$ cat config.mk
export PLATFORM = sky130hd
export DESIGN_NAME = eii_top
export DESIGN_NICKNAME = d
export VERILOG_FILES = /design/src/hdl/eii_pkg.sv /design/src/hdl/eii_div.sv /design/src/hdl/eii_nc.sv /design/src/hdl/eii_top.sv
export SDC_FILE = /design/constraint.sdc
export NUM_CORES = 1
export LEC_CHECK = 0
export BUFFER_PORTS_ARGS = -buffer_cell sky130_fd_sc_hd__buf_2
export CAP_MARGIN = 20
export CORE_UTILIZATION = 40
export CTS_CLUSTER_SIZE = 16
export DETAILED_ROUTE_END_ITERATION = 10
export PLACE_DENSITY = 0.61
export SKIP_LAST_GASP = 1
export SLEW_MARGIN = 20
export SYNTH_ARGS = -nofsm -noshare
export SYNTH_HDL_FRONTEND = slang
export SYNTH_SLANG_ARGS = --single-unit
$ cat constraint.sdc
create_clock -name core_clk -period 4.88 [get_ports core_clk]
set_input_delay 0.488 -clock core_clk [delete_from_list [all_inputs] [get_ports core_clk]]
set_output_delay 0.488 -clock core_clk [all_outputs]
set_load 0.03 [all_outputs]
$ cat src/hdl/eii_pkg.sv
/*
 * constants, field layouts and carrier types for the external
 * interrupt input block: six filtered pins raising request pulses.
 * assumes one 20 MHz core clock that also serves as the gear clock,
 * and a one-cycle low-frequency tick supplied by the system.
 */
// Function
// - channel 4 captures filtered level at bit 4
// - captured level refreshed on every channel 4 request
// - code 01 falling edge, 10 both edges
// - code 00 rising edge, 11 high level on channel 4 only
// - fast interval: gear clock /1,/4,/8,/16
// - fast mode: three agreeing samples accept level on channels 1-4
// - slow mode: fs/4 sampling, two samples agree
// - channels 1-4 fast: 2 to 3 periods window
// - channels 0,5 fast: 1 to 2 clocks window
// - slow mode: 4/fs noise, 8/fs signal
// - channels 0 and 5 fixed falling edge
// - control bits 7 to 5 read zero
// - clock gate 0 stops interrupt logic
// - clock gate clears to 0 on reset
`default_nettype none
package eii_pkg;
   localparam int          EII_NCH        = 6;
   localparam logic [11:0] EII_CTRL4_ADDR = 12'hFDB;
   localparam logic [11:0] EII_POFF3_ADDR = 12'hFD4;
   localparam logic [7:0]  EII_CTRL4_RST  = 8'h00;
   localparam logic        EII_GATE_RST   = 1'h0;
   localparam int          EII_LVL_BIT    = 4;
   localparam int          EII_ES_LSB     = 2;
   localparam int          EII_NC_LSB     = 0;
   localparam int          EII_GATE_BIT   = 0;
   localparam logic [1:0]  EII_LF_LAST    = 2'h3; // fs divided by 4
   localparam logic [1:0]  EII_ES_RISE    = 2'h0;
   localparam logic [1:0]  EII_ES_FALL    = 2'h1;
   localparam logic [1:0]  EII_ES_BOTH    = 2'h2;
   localparam logic [1:0]  EII_ES_HIGH    = 2'h3;

   // register port request
   typedef struct packed {
      logic        wr;
      logic        rd;
      logic [11:0] addr;
      logic [7:0]  wdata;
   } eii_bus_type;

   // per-channel settings held outside the block
   typedef struct packed {
      logic [1:0] trigger_select;
      logic [1:0] sample_interval_select;
   } eii_cfg_type;

   typedef struct packed {
      logic [3:0] cnt;
      logic [1:0] lfc;
   } eii_div_type;

   typedef struct packed {
      logic [1:0] hist;
      logic       lvl;
   } eii_nc_type;

   typedef struct packed {
      logic       ext_irq_clock_gate;
      logic [1:0] trigger_select;
      logic [1:0] sample_interval_select;
      logic       captured_pass_level;
      logic [5:0] prev;
      logic [5:0] req;
      logic [7:0] rdata;
   } eii_top_type;
endpackage : eii_pkg
`default_nettype wire

$ cat src/hdl/eii_div.sv
/*
 * sampling tick generator for one channel's noise canceller.
 * assumes lf_tick is a one-cycle pulse at the low-frequency rate.
 */
`default_nettype none
module eii_div (
   input  wire logic       core_clk,
   input  wire logic       rst_n,
   input  wire logic       run,
   input  wire logic       slow,
   input  wire logic       lf_tick,
   input  wire logic [1:0] sel,
   output logic            tick
);
   import eii_pkg::*;

   eii_div_type s_r, s_nxt;

   // interval code to counter mask
   function automatic logic [3:0] div_mask(input logic [1:0] code);
      case (code)
         2'h0:    div_mask = 4'h0;
         2'h1:    div_mask = 4'h3;
         2'h2:    div_mask = 4'h7;
         default: div_mask = 4'hF;
      endcase
   endfunction : div_mask

   // free counters, cleared while gated
   always_comb begin
      s_nxt = s_r;
      if (!run) begin
         s_nxt = '0;
      end else begin
         s_nxt.cnt = 4'(s_r.cnt + 4'h1);
         if (lf_tick) begin
            s_nxt.lfc = 2'(s_r.lfc + 2'h1);
         end
      end
   end

   always_ff @(posedge core_clk or negedge rst_n) begin
      if (!rst_n) begin
         s_r <= '0;
      end else begin
         s_r <= s_nxt;
      end
   end

   assign tick = run && (slow ? (lf_tick && s_r.lfc == EII_LF_LAST)
                              : ((s_r.cnt & div_mask(sel)) == div_mask(sel)));
endmodule : eii_div
`default_nettype wire

$ cat src/hdl/eii_nc.sv
/*
 * noise canceller for one pin: accepts a new level once two or three
 * consecutive samples agree. assumes pin is synchronous to core_clk.
 */
`default_nettype none
module eii_nc (
   input  wire logic core_clk,
   input  wire logic rst_n,
   input  wire logic run,
   input  wire logic tick,
   input  wire logic three,
   input  wire logic pin,
   output logic      level
);
   import eii_pkg::*;

   eii_nc_type s_r, s_nxt;

   always_comb begin
      s_nxt = s_r;
      if (!run) begin
         s_nxt = '0;
      end else if (tick) begin
         s_nxt.hist = {s_r.hist[0], pin};
         if (pin == s_r.hist[0] && (!three || pin == s_r.hist[1])) begin
            s_nxt.lvl = pin;
         end
      end
   end

   always_ff @(posedge core_clk or negedge rst_n) begin
      if (!rst_n) begin
         s_r <= '0;
      end else begin
         s_r <= s_nxt;
      end
   end

   assign level = s_r.lvl;
endmodule : eii_nc
`default_nettype wire

$ cat src/hdl/eii_top.sv
/*
 * external interrupt inputs: six filtered pins, trigger detection,
 * request pulses, channel 4 control register and the clock gate bit.
 * assumes a register port answering one cycle after a read strobe,
 * an interrupt latch downstream, and channel 1-3 settings as inputs.
 */
`default_nettype none
module eii_top (
   input  wire logic                 core_clk,
   input  wire logic                 rst_n,
   input  wire eii_pkg::eii_bus_type bus,
   output logic [7:0]                rdata,
   input  wire logic [5:0]           ext_irq_pins,
   input  wire logic                 slow_mode,
   input  wire logic                 lf_tick,
   input  wire eii_pkg::eii_cfg_type [3:1] chan_cfg,
   output logic [5:0]                irq_req
);
   import eii_pkg::*;

   eii_top_type s_r, s_nxt;
   logic [5:0]  filt;
   logic [5:0]  tick;
   logic [5:0]  hit;
   logic [1:0]  sel_v [6];
   logic [1:0]  es_v  [6];
   logic [5:0]  three_v;

   // trigger decode shared by all channels
   function automatic logic trig(input logic [1:0] es,
                                 input logic       now,
                                 input logic       was,
                                 input logic       high_ok);
      case (es)
         EII_ES_RISE: trig = now && !was;
         EII_ES_FALL: trig = !now && was;
         EII_ES_BOTH: trig = now != was;
         EII_ES_HIGH: trig = high_ok && now;
         default:     trig = 1'b0;
      endcase
   endfunction : trig

   // per-channel settings, 0 and 5 fixed
   always_comb begin
      for (int i = 0; i < EII_NCH; i++) begin
         sel_v[i]   = 2'h0;
         es_v[i]    = EII_ES_FALL;
         three_v[i] = 1'b0;
      end
      for (int i = 1; i < 4; i++) begin
         sel_v[i]   = chan_cfg[i].sample_interval_select;
         es_v[i]    = chan_cfg[i].trigger_select;
         three_v[i] = !slow_mode;
      end
      sel_v[4]   = s_r.sample_interval_select;
      es_v[4]    = s_r.trigger_select;
      three_v[4] = !slow_mode;
   end

   // one divider and filter per channel
   for (genvar g = 0; g < EII_NCH; g++) begin : g_ch
      eii_div u_div (
         .core_clk (core_clk),
         .rst_n    (rst_n),
         .run      (s_r.ext_irq_clock_gate),
         .slow     (slow_mode),
         .lf_tick  (lf_tick),
         .sel      (sel_v[g]),
         .tick     (tick[g])
      );
      eii_nc u_nc (
         .core_clk (core_clk),
         .rst_n    (rst_n),
         .run      (s_r.ext_irq_clock_gate),
         .tick     (tick[g]),
         .three    (three_v[g]),
         .pin      (ext_irq_pins[g]),
         .level    (filt[g])
      );
      assign hit[g] = trig(es_v[g], filt[g], s_r.prev[g], g == 4);
   end

   // register port, edge tracking and request pulses
   always_comb begin
      s_nxt       = s_r;
      s_nxt.req   = '0;
      s_nxt.rdata = '0;
      if (bus.wr && bus.addr == EII_CTRL4_ADDR) begin
         s_nxt.trigger_select = bus.wdata[EII_ES_LSB +: 2];
         s_nxt.sample_interval_select = bus.wdata[EII_NC_LSB +: 2];
      end
      if (bus.wr && bus.addr == EII_POFF3_ADDR) begin
         s_nxt.ext_irq_clock_gate = bus.wdata[EII_GATE_BIT];
      end
      if (bus.rd && bus.addr == EII_CTRL4_ADDR) begin
         s_nxt.rdata[EII_LVL_BIT]         = s_r.captured_pass_level;
         s_nxt.rdata[EII_ES_LSB +: 2]     = s_r.trigger_select;
         s_nxt.rdata[EII_NC_LSB +: 2]     = s_r.sample_interval_select;
      end
      if (bus.rd && bus.addr == EII_POFF3_ADDR) begin
         s_nxt.rdata[EII_GATE_BIT] = s_r.ext_irq_clock_gate;
      end
      if (!s_r.ext_irq_clock_gate) begin
         s_nxt.prev = '0;
      end else begin
         s_nxt.prev = filt;
         s_nxt.req = hit;
         if (hit[4]) begin
            s_nxt.captured_pass_level = filt[4];
         end
      end
   end

   // gate and control clear on reset
   always_ff @(posedge core_clk or negedge rst_n) begin
      if (!rst_n) begin
         s_r                        <= '0;
         s_r.ext_irq_clock_gate     <= EII_GATE_RST;
         s_r.trigger_select         <= EII_CTRL4_RST[EII_ES_LSB +: 2];
         s_r.sample_interval_select <= EII_CTRL4_RST[EII_NC_LSB +: 2];
      end else begin
         s_r <= s_nxt;
      end
   end

   assign rdata   = s_r.rdata;
   assign irq_req = s_r.req;
endmodule : eii_top
`default_nettype wire

; ---- Word level (Yosys, flattened, before mapping)
; Cells that the tools add are included.
[totals]
ff_bits = 75
latchBits = 0
ram_bits = 0
rom_bits = 0
in_bits = 44
output_inout_bits = 14
elab_cells = 213
memories = 0
[op_classes]
n_addsub = 12
n_mul = 0
div = 0
n_lt_le_gt_ge = 0
eq_ne = 59
n_shift = 0
n_mux = 48
bitwise_logic = 4
reduce_logical = 59
[ops]
columns = operator, n
row1 = two-way mux 6 bit, 8
row2 = case mux 4 bit (3 select lines), 4
row3 = "equality test 2 bit, second input constant", 18
row4 = logical AND 1 bit, 30
row5 = "adder 4 x 1 -> 4 bit, second input constant", 6
row6 = "equality test 12 bit, second input constant", 2
row7 = two-way mux 3 bit, 8
row8 = "inequality test 2 x 1 -> 1 bit, second input constant", 12
row9 = two-way mux 2 bit, 10
row10 = bitwise AND 4 bit, 4
row11 = "equality test 2 x 1 -> 1 bit, second input constant", 8
row12 = equality test 4 bit, 4
row13 = zero test 2 bit, 8
row14 = case mux 1 bit (4 select lines), 4
row15 = AND reduction 2 bit, 7
row16 = two-way mux 1 bit, 13
row17 = "adder 2 x 1 -> 2 bit, second input constant", 6
row18 = equality test 1 bit, 10
row19 = zero test 1 bit, 10
row20 = two-way mux 5 bit, 1
row21 = logical OR 1 bit, 4
row22 = inequality test 1 bit, 4
row23 = "inequality test 2 bit, second input constant", 1

; ---- Logic depth before layout (Yosys ltp)
[logic_depth]
depth_word = 8
depth_mapped = 6
depth_no_buf = 6

; ---- Cells and area by module
; Synthesis repeated with hierarchy kept, for this count alone.
[unflattened]
cells_unflattened = 344
area_unflattened_um2 = 3824.9
[modules_own_cells]
columns = mod, instances, cells_each, area_per_inst_um2, seq_area_each_um2
row1 = eii_div, 6, 26, 290.3, 150.1
row2 = eii_top, 1, 104, 1219.9, 575.6
row3 = eii_nc, 6, 14, 143.9, 75.1

; ---- Worst setup path before layout
; No wires, ideal clock.
[synth_path]
path_type = register to register
start = register g_ch[4].u_nc.s_r (netlist bit g_ch[4].u_nc.level)
end = register s_r[20] (netlist name)
setup_time_ps = 125
t_arrival_ps = 1566
t_required_ps = 4755
slack_ps = 3189
stages_incl_launch_ff = 6
n_path_buf = 0
synth_period_minus_slack_ps = 1691
cell_sequence = dfrtp_1 ha_1 inv_1 mux4_2 and2_4 mux2_4
[synth_via]
elab_chain_len = 4
word_cells_on_any_way = 6
classes_between = 1 x eq/ne / 1 x mux / 4 x reduce/logical
[synth_lines]
columns = item, line_no
row1 = start: declaration, eii_nc.sv:17  ; eii_nc_type s_r, s_nxt;
row2 = start signal: assignment, eii_nc.sv:35  ; s_r <= s_nxt;
row3 = zero test 1 bit, eii_top.sv:36  ; EII_ES_FALL: trig = !now && was;
row4 = logical AND 1 bit, eii_top.sv:36
row5 = case mux 1 bit (4 select lines), eii_top.sv:34  ; case (es)
row6 = AND reduction 2 bit (no source line), -
row7 = end signal: assignment, eii_top.sv:122  ; s_r <= s_nxt;
row8 = end: declaration, eii_top.sv:21  ; eii_top_type s_r, s_nxt;
; Several ways; a longest one is shown, not always the timed one.
; A chain may end at the register's enable or synchronous reset.

; ---- Final worst setup path
[layout_path]
start = register s_r[25] (netlist name)
end = register g_ch[2].u_nc.s_r (netlist bit g_ch[2].u_nc.level)
[layout_via]
elab_chain_len = 3
word_cells_on_any_way = 5
classes_between = 2 x eq/ne / 1 x mux / 2 x reduce/logical
[layout_lines]
columns = item, line_no
row1 = logical AND 1 bit, eii_div.sv:50  ; assign tick = run && (slow ? (lf_tick && s_r.lfc == EII_LF_LAST)
row2 = inequality test 2 x 1 -> 1 bit (no source line), -
row3 = AND reduction 2 bit (no source line), -
row4 = end signal: assignment, eii_nc.sv:35
row5 = end: declaration, eii_nc.sv:17
; Several ways; a longest one is shown, not always the timed one.

==> results.toml <==
[clock_tree]
htree_levels = 3
cts_buffers = 9
post_cts_buffers = 0
clockBufferDepth = 2
cts_root_buf = "clkbuf_8"
cts.clk_slew.worst_paths_ps = 80
clock_sinks = 67
cts_tree = "done"
clk_latency_ps = 340
holdBufCountCts = 0
post_cts_resized = 0

[sta]
worst_slew_pin_slew_ps = 846
fin_crit_ps = 2050
slew_violations = 0
setup_tns_ps = 0
worst_slack_ps = 2830
clock.fmax_ghz = 0.488
rsz0062_at_grt = "no"
timing.final.crit_share_pct = 42.0
setup-violations-final = 0
max-slew-margin-rel_pct = 43.6
fin_skew_ps = 11.9
hold_violations = 0

[critical_path]
worst-endpoint-arrival_ps = 2280
criticalPathCategory = "flip-flop to flip-flop"
worstPathMaxFanout = 41
endpoint_kind = "flip-flop"
rr_worst_depth = 4
start_kind = "flip-flop"
required_ps = 5110

[floorplanning]
ios = 58
fp-row-count = 33
start_util_pct = 41.1
dieWidth_um = 93.7
core-area_um2 = 8180
die_area_um2 = 8780
die_height_um = 93.7

[power_and_ir_drop]
combPwrFrac_pct = 4.3
sequentialPowerShare_pct = 45.3
power_density_nw_per_um2 = 316
leakage_nw = 1.98
p_sw_share_pct = 20.0
power_switching_mw = 0.246
clkPwrFrac_pct = 50.4
power_mw = 1.23
intPower_mw = 0.982
irDropWorstVdd_uv = 215

[min_path]
hold_path_class = "input port to asynchronous set/reset pin"

[logic_synthesis]
synthFlopType = "dfrtp_1"
yosysWarnings = 0
synthArstFlopShare_pct = 100
syn_inst = 302
synth_seq_cells = 67
synth.cell_area_um2 = 3360
synth-edff-count = 0
yosysUniqueCellTypes = 44
synth.avg_cell_area_um2 = 11.1
ys_seq_area_share_pct = 49.9

[route]
drt-total-wl_um = 5350
firstDrtPassIters = 4
ant_nets = 0
wl_per_cell_um = 11.8
vias = 2155
avgViaCountPerCell = 4.76
drc_errors = 0
drtIter0Drc = 43

[final_layout]
n_fill_cell = 755
nNetsFinal = 405
diodes = 0
multi_input_area_um2 = 1480
drive_above_1_share_pct = 23.6
layout_common_cells = "67 x dfrtp_1, 50 x buf_2, 36 x and2_1, 18 x ha_1, 17 x o21ai_0"
register_area_um2 = 1680
final_common_cell = "dfrtp_1"
area_growth_pct = 15.6

[grt]
grt.total_usage_pct = 14.1
grt_pass1_vias = 2092
antenna_found_initial = 0
grt_pass1_wl_um = 9360
grt_overflow = 0
grt_max_degree = 68

[placed_design]
place_ws_ps = 2820
portBuffers = 50
hpwl_um = 3550
gp_congestion = 0.695

[outcome]
status = "finished, final reports clean"

[job]
cap_violations = 0
[through the flow]
step | hold WS, ps | instance area, µm² | std cells | util (%)
after global routing | 367 | 3890 | 453 | 47.5
after floorplan | 192 | 3370 | 304 | -
after CTS | 360 | 3890 | 453 | 47.5
after global placement | 469 | 3610 | 437 | 44.2
final | 306 | 3890 | 453 | 47.5
after detailed placement | 471 | 3610 | 437 | 44.2
[critical path, cell delays in order, from the launching register on]
cell and delay [ps]:
dfrtp_1 720, buf_4 430, o311a_1 340, a31oi_1 80, mux2_1 340
[worst paths after layout]
check	from	to	slack, ps
min in group core_clk	bus[3]	es_v[3]$_DFFE_PN0P_	380
worst min-delay path	rst_n	g_ch[3].u_div.s_r[2]$_DFF_PN0_	310
max in group asynchronous	rst_n	g_ch[3].u_div.s_r[5]$_DFF_PN0_	3990
worst max register to register	s_r[25]$_DFFE_PN0P_	g_ch[2].u_nc.level$_DFFE_PN0P_	2830
worst max-delay path	s_r[25]$_DFFE_PN0P_	g_ch[2].u_nc.level$_DFFE_PN0P_	2830
worst min register to register	g_ch[2].u_div.s_r[2]$_DFF_PN0_	g_ch[2].u_div.s_r[2]$_DFF_PN0_	480
[layer usage]
layer | vias up | routed length [µm] | GRT usage [%]
met5 | - | 0 | 0
met1 | 1029 | 2500 | 17.0
met2 | 35 | 2510 | 22.6
li1 | 1082 | - | -
met3 | 9 | 244 | 4.77
met4 | 0 | 97 | 6.54
[flip-flops by register name, summed over array words and instances (netlist names)]
| register | cells |
|---|---|
| g_ch.u_div.s_r | 28 |
| g_ch.u_nc.s_r | 10 |
| s_r | 10 |
| g_ch.u_nc.level | 6 |
| irq_req | 6 |
| rdata | 5 |
| es_v | 2 |
[power by group through the flow]
stage | registers (mW) | clock network, mW | logic [mW]
global placement | 0.567 | 0 | 0.0538
global route | 0.556 | 0.659 | 0.0605
finish | 0.556 | 0.618 | 0.0529
floorplan | 0.567 | 0 | 0.0243
CTS | 0.556 | 0.639 | 0.0549
detailed placement | 0.567 | 0 | 0.0546
[Yosys cell counts, types with 3 or more instances]
library cell | n | area [µm²]
dfrtp_1 | 67 | 1680
inv_1 | 15 | 56.3
xnor2_1 | 6 | 52.6
nand2_1 | 14 | 52.6
nor2_1 | 8 | 30.0
mux2_1 | 3 | 33.8
mux2i_1 | 9 | 90.1
o21ai_0 | 17 | 85.1
buf_4 | 14 | 105
xor2_1 | 10 | 87.6
o211ai_1 | 3 | 22.5
ha_1 | 18 | 225
clkbuf_1 | 6 | 22.5
nand3_1 | 9 | 45.0
a21boi_1 | 3 | 22.5
and2_1 | 36 | 225
a21boi_0 | 4 | 30.0
mux2_2 | 8 | 90.1
nor2b_1 | 15 | 93.8
a21oi_1 | 3 | 15.0
nand2b_1 | 3 | 18.8
buf_2 | 3 | 15.0
[cell type report]
| class | instances | area share [%] |
|---|---|---|
| multi-input cells | 198 | 38.2 |
| inverters | 15 | 1.45 |
| repair buffers | 52 | 6.83 |
| clock buffers | 10 | 3.54 |
| flip-flops and latches | 67 | 43.1 |
| well taps | 105 | 3.38 |
| clock inverters | 6 | 3.51 |
[cells by family after synthesis]
logic type      count (synthesis)  share of synthesized area, %
fa+ha+maj                      18                          6.70
other cells                     1                         0.112
xor+xnor                       16                          4.17
compound gates                 43                          8.97
simple gates                   96                          16.4
mux                            22                          7.48
buf+inv                        39                          6.25
flops                          67                          49.9
Note: power is estimated with default switching activity, not from simulation.
